[src/rtl/irf_pkg.sv]
// constants of the interrupt request flag registers
//------------------------------------------------------------
//------------------------------------------------------------
package irf_pkg;
    // byte addresses in the special function register space
    localparam logic [7:0] EXT_FLAGS_ADDR = 8'hd8;
    localparam logic [7:0] RADIO_FLAGS_ADDR = 8'he8;
    localparam logic [7:0] TIMER_FLAGS_ADDR = 8'hf8;
    // bit address: upper five bits pick the register, low three the bit
    localparam int BIT_SEL_W = 3;
    // writable bits of each register
    localparam logic [7:0] EXT_WRITE_MASK = 8'h03;
    localparam logic [7:0] RADIO_WRITE_MASK = 8'hff;
    localparam logic [7:0] TIMER_WRITE_MASK = 8'hff;
    // value after reset
    localparam logic [7:0] FLAGS_RESET = 8'h00;
    // field positions
    localparam int EXT_PIN_A_BIT = 0;
    localparam int EXT_PIN_B_BIT = 1;
    localparam int SYNTH_LOCK_BIT = 0;
    localparam int TX_FIFO_BIT = 1;
    localparam int RX_FIFO_BIT = 2;
    localparam int SERIAL_READY_BIT = 4;
    localparam int NOISE_RATIO_BIT = 5;
    localparam int SIGNALING_WORD_BIT = 6;
    localparam int WATCHDOG_BIT = 0;
    localparam int SUPPLY_DROP_BIT = 1;
    localparam int CAPTURE_B_BIT = 4;
    localparam int CAPTURE_A_BIT = 5;
    localparam int TIME_BASE_BIT = 6;
endpackage : irf_pkg

[src/rtl/irf_request_flags.sv]
// three bit-addressable interrupt request flag registers
`timescale 1ns/1ns
module irf_request_flags
    import irf_pkg::*;
(
    input wire logic clk, // system clock
    input wire logic sys_rst, // synchronous reset, high
    // special function register port of the cpu core
    input wire logic [7:0] sfrAddr, // byte address or bit address
    input wire logic sfrWrite, // byte write strobe
    input wire logic sfrBitWrite, // bit write strobe, sfrAddr is a bit address
    input wire logic [7:0] sfrWdata, // byte write data
    input wire logic sfrBitWdata, // bit write value
    output logic [7:0] sfrRdata, // byte read data, 0 when unmapped
    output logic sfrRbit, // bit read value at sfrAddr as bit address
    output logic sfrHit, // address hits one of the registers
    // one-cycle hardware set events
    input wire logic extPinAEvent, // detected event on ext_pin_a
    input wire logic extPinBEvent, // detected event on ext_pin_b
    input wire logic signalingWordEvent, // signaling word detected
    input wire logic noiseRatioEvent, // s/n ratio detected
    input wire logic serialReadyEvent, // serial data ready
    input wire logic rxFifoLevelEvent, // receive fifo threshold
    input wire logic txFifoLevelEvent, // transmit fifo threshold
    input wire logic synthLockEvent, // lock detected
    input wire logic timeBaseEvent, // time base overflow
    input wire logic captureTimerAEvent, // capture timer 1 overflow
    input wire logic captureTimerBEvent, // capture timer 2 overflow
    input wire logic supplyDropEvent, // supply level detected
    input wire logic watchdogEvent, // watchdog overflow
    // enables held elsewhere
    input wire logic [7:0] extSourceEnable, // per-source enables, external
    input wire logic [7:0] radioSourceEnable, // per-source enables, radio
    input wire logic [7:0] timerSourceEnable, // per-source enables, timer
    input wire logic [2:0] groupEnable, // group enable per register
    input wire logic globalEnable, // global enable
    // flags and requests
    output logic [7:0] externalRequestFlags, // external register contents
    output logic [7:0] radioRequestFlags, // radio register contents
    output logic [7:0] timerRequestFlags, // timer register contents
    output logic irqRequest // any enabled flag pending
);
    import irf_pkg::*;

    //------------------------------------------------------------
    // register state
    //------------------------------------------------------------
    // source masks: reserved bits have no source behind them, so they never request
    localparam logic [7:0] RADIO_SOURCE_MASK = 8'h77; // word, ratio, serial, rx, tx, lock
    localparam logic [7:0] TIMER_SOURCE_MASK = 8'h73; // time base, captures, supply, watchdog
    logic [7:0] ext_reg; // external flags, flop output of its instance
    logic [7:0] radio_reg; // radio flags, flop output of its instance
    logic [7:0] timer_reg; // timer flags, flop output of its instance
    logic extPending; // an enabled external flag is set
    logic radioPending; // an enabled radio flag is set
    logic timerPending; // an enabled timer flag is set
    logic [7:0] extSet, radioSet, timerSet; // hardware set vectors
    logic [7:0] bitOneHot; // bit selected by a bit address
    logic [7:0] regBase; // register base picked by a bit address

    //------------------------------------------------------------
    // hardware set vectors
    //------------------------------------------------------------
    always_comb begin
        extSet = 8'h00;
        extSet[EXT_PIN_A_BIT] = extPinAEvent;
        extSet[EXT_PIN_B_BIT] = extPinBEvent;
        radioSet = 8'h00;
        radioSet[SIGNALING_WORD_BIT] = signalingWordEvent;
        radioSet[NOISE_RATIO_BIT] = noiseRatioEvent;
        radioSet[SERIAL_READY_BIT] = serialReadyEvent;
        radioSet[RX_FIFO_BIT] = rxFifoLevelEvent;
        radioSet[TX_FIFO_BIT] = txFifoLevelEvent;
        radioSet[SYNTH_LOCK_BIT] = synthLockEvent;
        timerSet = 8'h00;
        timerSet[TIME_BASE_BIT] = timeBaseEvent;
        timerSet[CAPTURE_A_BIT] = captureTimerAEvent;
        timerSet[CAPTURE_B_BIT] = captureTimerBEvent;
        timerSet[SUPPLY_DROP_BIT] = supplyDropEvent;
        timerSet[WATCHDOG_BIT] = watchdogEvent;
    end

    //------------------------------------------------------------
    // bit address decode: base is the address with low bits cleared
    //------------------------------------------------------------
    always_comb begin
        regBase = {sfrAddr[7:BIT_SEL_W], {BIT_SEL_W{1'b0}}};
        bitOneHot = 8'h01 << sfrAddr[BIT_SEL_W-1:0];
    end

    //------------------------------------------------------------
    // flag registers: one instance per register, each with its own write
    // decode, so the three can never disagree on write priority
    //------------------------------------------------------------
    // external register: only the two pin flags exist
    irf_flag_byte #(
        .BASE_ADDR(EXT_FLAGS_ADDR),
        .WRITE_MASK(EXT_WRITE_MASK)
    ) u_irf_flag_byte_ext (
        .clk(clk),
        .sys_rst(sys_rst),
        .sfrAddr(sfrAddr),
        .sfrWrite(sfrWrite),
        .sfrBitWrite(sfrBitWrite),
        .sfrWdata(sfrWdata),
        .sfrBitWdata(sfrBitWdata),
        .hwSet(extSet),
        .flags(ext_reg)
    );

    // radio register: reserved bits stay writable
    irf_flag_byte #(
        .BASE_ADDR(RADIO_FLAGS_ADDR),
        .WRITE_MASK(RADIO_WRITE_MASK)
    ) u_irf_flag_byte_radio (
        .clk(clk),
        .sys_rst(sys_rst),
        .sfrAddr(sfrAddr),
        .sfrWrite(sfrWrite),
        .sfrBitWrite(sfrBitWrite),
        .sfrWdata(sfrWdata),
        .sfrBitWdata(sfrBitWdata),
        .hwSet(radioSet),
        .flags(radio_reg)
    );

    // timer register: reserved bits stay writable
    irf_flag_byte #(
        .BASE_ADDR(TIMER_FLAGS_ADDR),
        .WRITE_MASK(TIMER_WRITE_MASK)
    ) u_irf_flag_byte_timer (
        .clk(clk),
        .sys_rst(sys_rst),
        .sfrAddr(sfrAddr),
        .sfrWrite(sfrWrite),
        .sfrBitWrite(sfrBitWrite),
        .sfrWdata(sfrWdata),
        .sfrBitWdata(sfrBitWdata),
        .hwSet(timerSet),
        .flags(timer_reg)
    );

    //------------------------------------------------------------
    // read path: combinational so the core sees data in its cycle
    //------------------------------------------------------------
    always_comb begin
        sfrHit = 1'b1;
        case (sfrAddr)
            EXT_FLAGS_ADDR: sfrRdata = ext_reg;
            RADIO_FLAGS_ADDR: sfrRdata = radio_reg;
            TIMER_FLAGS_ADDR: sfrRdata = timer_reg;
            default: begin
                sfrRdata = 8'h00; // unmapped reads zero
                sfrHit = 1'b0;
            end
        endcase
        case (regBase)
            EXT_FLAGS_ADDR: sfrRbit = |(ext_reg & bitOneHot);
            RADIO_FLAGS_ADDR: sfrRbit = |(radio_reg & bitOneHot);
            TIMER_FLAGS_ADDR: sfrRbit = |(timer_reg & bitOneHot);
            default: sfrRbit = 1'b0;
        endcase
    end

    //------------------------------------------------------------
    // outputs; reserved flags carry no source enable, so never request
    //------------------------------------------------------------
    assign externalRequestFlags = ext_reg;
    assign radioRequestFlags = radio_reg;
    assign timerRequestFlags = timer_reg;

    // per group: a flag must be set and its own source enabled
    always_comb begin
        extPending = |(ext_reg & extSourceEnable & EXT_WRITE_MASK);
        radioPending = |(radio_reg & radioSourceEnable & RADIO_SOURCE_MASK);
        timerPending = |(timer_reg & timerSourceEnable & TIMER_SOURCE_MASK);
    end

    // the global enable gates all groups at once
    assign irqRequest = globalEnable & (
        (groupEnable[0] & extPending) |
        (groupEnable[1] & radioPending) |
        (groupEnable[2] & timerPending));
endmodule : irf_request_flags

//------------------------------------------------------------
// one bit-addressable flag register
//------------------------------------------------------------
module irf_flag_byte
    import irf_pkg::*;
#(
    parameter logic [7:0] BASE_ADDR = EXT_FLAGS_ADDR, // byte address, low three bits zero
    parameter logic [7:0] WRITE_MASK = EXT_WRITE_MASK // bits that exist and software may change
) (
    input wire logic clk, // system clock
    input wire logic sys_rst, // synchronous reset, high
    input wire logic [7:0] sfrAddr, // byte address or bit address
    input wire logic sfrWrite, // byte write strobe
    input wire logic sfrBitWrite, // bit write strobe
    input wire logic [7:0] sfrWdata, // byte write data
    input wire logic sfrBitWdata, // bit write value
    input wire logic [7:0] hwSet, // hardware set pulses by bit position
    output logic [7:0] flags // register contents
);
    import irf_pkg::*;

    logic [7:0] flags_reg; // flag bits
    logic [7:0] flags_next; // value for the next edge
    logic [7:0] swValue; // value after the software access alone
    logic byteHit; // byte write aimed at this register
    logic bitHit; // bit write aimed at this register
    logic [7:0] bitOneHot; // bit picked by the low address bits

    //------------------------------------------------------------
    // address decode
    //------------------------------------------------------------
    always_comb begin
        byteHit = sfrWrite && (sfrAddr == BASE_ADDR);
        // a byte write in the same cycle wins, so a bit write is dropped then
        bitHit = sfrBitWrite && !sfrWrite && (sfrAddr[7:BIT_SEL_W] == BASE_ADDR[7:BIT_SEL_W]);
        bitOneHot = 8'h01 << sfrAddr[BIT_SEL_W-1:0];
    end

    //------------------------------------------------------------
    // next value: software access first, hardware sets on top,
    // so an event in the cycle of a clear is never lost
    //------------------------------------------------------------
    always_comb begin
        swValue = flags_reg;
        if (byteHit) begin
            swValue = (flags_reg & ~WRITE_MASK) | (sfrWdata & WRITE_MASK);
        end else if (bitHit) begin
            if (sfrBitWdata) begin
                swValue = flags_reg | (bitOneHot & WRITE_MASK);
            end else begin
                swValue = flags_reg & ~(bitOneHot & WRITE_MASK);
            end
        end
        // missing bits never hold a one, even if a set vector names them
        flags_next = (swValue | hwSet) & WRITE_MASK;
    end

    //------------------------------------------------------------
    // flag state, cleared by reset
    //------------------------------------------------------------
    always_ff @(posedge clk) begin
        if (sys_rst) begin
            flags_reg <= FLAGS_RESET;
        end else begin
            flags_reg <= flags_next;
        end
    end

    assign flags = flags_reg; // flop output straight to the port
endmodule : irf_flag_byte

[config.mk]
export PLATFORM = sky130hd
export DESIGN_NAME = irf_request_flags
export DESIGN_NICKNAME = d
export VERILOG_FILES = /design/src/rtl/irf_pkg.sv /design/src/rtl/irf_request_flags.sv
export SDC_FILE = /design/constraint.sdc
export NUM_CORES = 1
export LEC_CHECK = 0
export BUFFER_PORTS_ARGS = -buffer_cell sky130_fd_sc_hd__buf_2
export CAP_MARGIN = 20
export CORE_AREA = 2 2 95 51
export DETAILED_ROUTE_END_ITERATION = 16
export DIE_AREA = 0 0 97 53
export GPL_ROUTABILITY_DRIVEN = 0
export HOLD_SLACK_MARGIN = 0.15
export PLACE_DENSITY_LB_ADDON = 0.1
export SLEW_MARGIN = 20
export SYNTH_ARGS = -nofsm -noshare
export SYNTH_HDL_FRONTEND = slang
export SYNTH_HIERARCHICAL = 1
export SYNTH_SLANG_ARGS = --single-unit
export TNS_END_PERCENT = 5
[constraint.sdc]
create_clock -name clk -period 3.1 [get_ports clk]
set_input_delay 0.93 -clock clk [delete_from_list [all_inputs] [get_ports clk]]
set_output_delay 0.93 -clock clk [all_outputs]
set_load 0.05 [all_outputs]
==> parameters.txt <==
Parameter                              Value

Yosys
  Syn. warnings    6
  Average instance area after synthesis    between 8 and 9 sq um
  Number of distinct library cells after synthesis    55
  Most common flop cell mapped by yosys    dfxtp_1
  Post-synth ARST share    0
  Post-synthesis instance area    between 1500 and 2000 sq um
  Post-synthesis instance total    between 200 and 250
  Number of flops mapped to enable cells by yosys    0
  Number of synthesized register bits    18
  Sequential-to-total area share from yosys stat    0.183

GRT
  Total global routing track utilization    0.286
  GRT overflow    0
  Number of global-route vias before repair    ~2,100
  Largest net degree at the start of global routing    24
  First-pass GRT wire length    11,300 microns
  Number of antenna violations at the first check in global routing    0

Place
  Dpl hpwl    5630 microns
  Port Buffer Count    79
  Post-placement cell count    approximately 400
  Dpl cell area    around 2600 sq um

Timing
  Accumulated negative setup slack    -0.382 ns
  Post-Route Skew    0 ns
  Final slew viol count    0
  RSZ-0062 raised after global routing    true
  Setup violations, final    9
  Tmin final    between 3 and 4 ns
  Final period util    1.03
  Worst Setup Slack, final    -0.0935 ns
  Max Fclk    roughly 0.31 GHz
  Final hold vios    0

Status
  Violations in the final reports    negative setup slack
  Status    complete, but fails checks

Power
  Pwr Density    just under 300 nW/um^2
  Clock share of power    0.252
  Switching share of total power    0.405
  Leakage power    approximately 1.2 nW
  Part of the power in combinational logic    0.410
  Worst vdd rail ir drop    about 210 uV
  Sequential fraction of design power    0.339
  Net switching power figure    approximately 0.33 mW
  Total internal power    just under 0.5 mW

Job
  Max-cap violation count    0

Setup path
  Worst Path Arrival    about 2.3 ns
  Kind of capture point of the worst setup path    primary output
  Nature of the critical path startpoint    primary input
  Worst R2R End    u_irf_flag_byte_timer/flags[0]$_SDFF_PP0_
  Setup slack, reg-to-reg    roughly 1.9 ns
  WS Path Type    in -> out
  Largest fanout on the critical path    4
  Required time of the critical path    2.17 ns
  Destination of the critical timing path    sfrRbit
  Worst Reg-to-Reg Cells    4
  Reg2reg start    u_irf_flag_byte_timer/flags[0]$_SDFF_PP0_
  Source of the critical timing path    sfrAddr[2]

Floorplanning
  Cell Rows    17
  Die Y    53 microns
  Starting utilization of the core area    0.460
  Die Span X    roughly 97 microns
  Core box area    ~4300 sq um
  I/O pin total    97
  Die area    between 5000 and 6000 sq um

Final layout
  Share of cells above drive strength 1    0.444
  Area of all placed cells without fillers    2790 sq um
  Layout Cells excl Fill    404
  Area added between synthesis and finish    41.8%
  Number of fillers in the final layout    387
  Post-layout net count    410
  Number of antenna cells inserted    0

Route
  Via Count    2,390
  DRC marker count from the first detailed-route iteration    240
  Remaining number of nets flagged by the antenna check after routing    0
  Avg Vias per Cell    between 5 and 6
  WL/cell    roughly 18 microns
  Final Routed Wirelength    7370 microns
  DRT Pass-1 Iters    5
  DRC Markers    0

Clock network
  Clock latency on the worst-skew pair    ~0.26 ns
  Bufs on Longest Clock Path    2
  Depth of the CTS H-tree    1
  Root cell of the clock tree    clkbuf_8
  Clock-pin slew on the worst setup and hold paths    approximately 0.070 ns
  Post-cts hold buffer count    0
  Number of sinks handled by clock tree synthesis    18
  CTS tree    done
  TritonCTS Buffers    3

Hold path
  Class of the tightest hold or removal check    reg -> reg
  Worst Min Path Start    u_irf_flag_byte_radio/flags[7]$_SDFF_PP0_
==> placed cells by master, fill, tap and decap left out, drive strengths merged, types with 2 or more instances in the layout <==
master | Yosys | routed
a2111oi | 3 | 3
a211oi | 3 | 3
a21oi | 33 | 33
a222oi | 2 | 2
a22oi | 12 | 12
a31o | 8 | 8
a31oi | 2 | 2
a32o | 2 | 2
and2 | 6 | 6
and2b | 2 | 2
buf | 16 | 106
clkbuf | 1 | 4
conb | 2 | 11
dfxtp | 18 | 18
inv | 3 | 3
mux2i | 10 | 10
mux4 | 4 | 4
nand2 | 34 | 34
nand3 | 10 | 10
nand3b | 14 | 14
nand4 | 2 | 2
nor2 | 9 | 9
nor2b | 2 | 2
nor3 | 5 | 5
nor3b | 5 | 5
nor4b | 3 | 3
o211ai | 4 | 4
o21ai | 8 | 8
o311ai | 2 | 2
or2 | 5 | 5
or3 | 4 | 4
or4 | 2 | 2
==> how the worst min path moves through the flow <==
stage | slack, ns | cells after the start | end
CTS | 0.60 | 2 | u_irf_flag_byte_radio/flags[3]$_SDFF_PP0_
global route | 0.65 | 2 | u_irf_flag_byte_radio/flags[3]$_SDFF_PP0_
finish | 0.60 | 2 | u_irf_flag_byte_radio/flags[7]$_SDFF_PP0_
global placement | 0.58 | 2 | u_irf_flag_byte_radio/flags[7]$_SDFF_PP0_
detailed placement | 0.59 | 2 | u_irf_flag_byte_radio/flags[3]$_SDFF_PP0_
floorplan | 0.75 | 2 | u_irf_flag_byte_ext/flags[1]$_SDFF_PP0_
==> power by group through the flow <==
stage	Sequential, mW	Combinational [mW]	Clock (mW)
after global routing	0.277	0.355	0.218
after CTS	0.274	0.323	0.211
final	0.276	0.333	0.205
after detailed placement	0.279	0.314	0
after global placement	0.279	0.311	0
after floorplan	0.332	0.145	0
==> timing repair <==
item                                    CTS  global route
setup buffers                             1             0
endpoints found under the setup margin    9             9
pin swaps                                 5             4
resized for setup                        35             4
cloned                                    0             0
==> final cells by class <==
type,count,area (sq um),area share
clock buffers,4,55.1,0.0197
inverters,3,11.3,0.00404
multi-input cells,216,1570,0.561
flip-flops and latches,18,360,0.129
well taps,57,71.3,0.0256
repair buffers,106,726,0.260
==> cell families after synthesis <==
kind of cell	share of synthesized area
muxes	0.101
other	0.00382
and+or+nand+nor	0.363
AOI/OAI and AO/OA	0.282
buffers and inverters	0.0674
DFF	0.183
==> critical path: stages <==
cell      delay, ns
buf_8          0.09
mux4_2         0.49
nor2b_4        0.14
a211oi_2       0.22
buf_4          0.16
o32ai_4        0.07
buf_6          0.17
==> synth_stat cells (all sizes together) (4+ instances only) <==
cell type,count,area [sq um]
mux2i,10,100
o211ai,4,40.0
or3,4,30.0
buf,16,118
nor2,9,33.8
a31o,8,70.1
a22oi,12,90.1
mux4,4,97.6
o21ai,8,40.0
nand3b,14,143
and2,6,37.5
a21oi,33,165
nand2,34,128
or2,5,31.3
dfxtp,18,360
nor3,5,46.3
nor3b,5,42.5
nand3,10,50.1
==> per-stage QoR <==
step / hold slack, ns / power (mW) / setup WS, ns / util
after global routing: 0.647 / 0.850 / -0.154 / 0.652
after global placement: 0.584 / 0.591 / -0.232 / 0.609
final: 0.598 / 0.813 / -0.0935 / 0.652
after detailed placement: 0.588 / 0.593 / -0.296 / 0.609
after CTS: 0.600 / 0.808 / -0.0808 / 0.649
after floorplan: 0.754 / 0.477 / -0.0975 / -
==> layer usage <==
metal / track usage / up-vias / wire [microns]
met4: 0.0399 / 0 / 25
met3: 0.0647 / 5 / 824
li1: - / 1134 / -
met2: 0.420 / 143 / 3020
met1: 0.430 / 1108 / 3490
met5: 0 / - / 0
(Power assumes the default switching activity.)
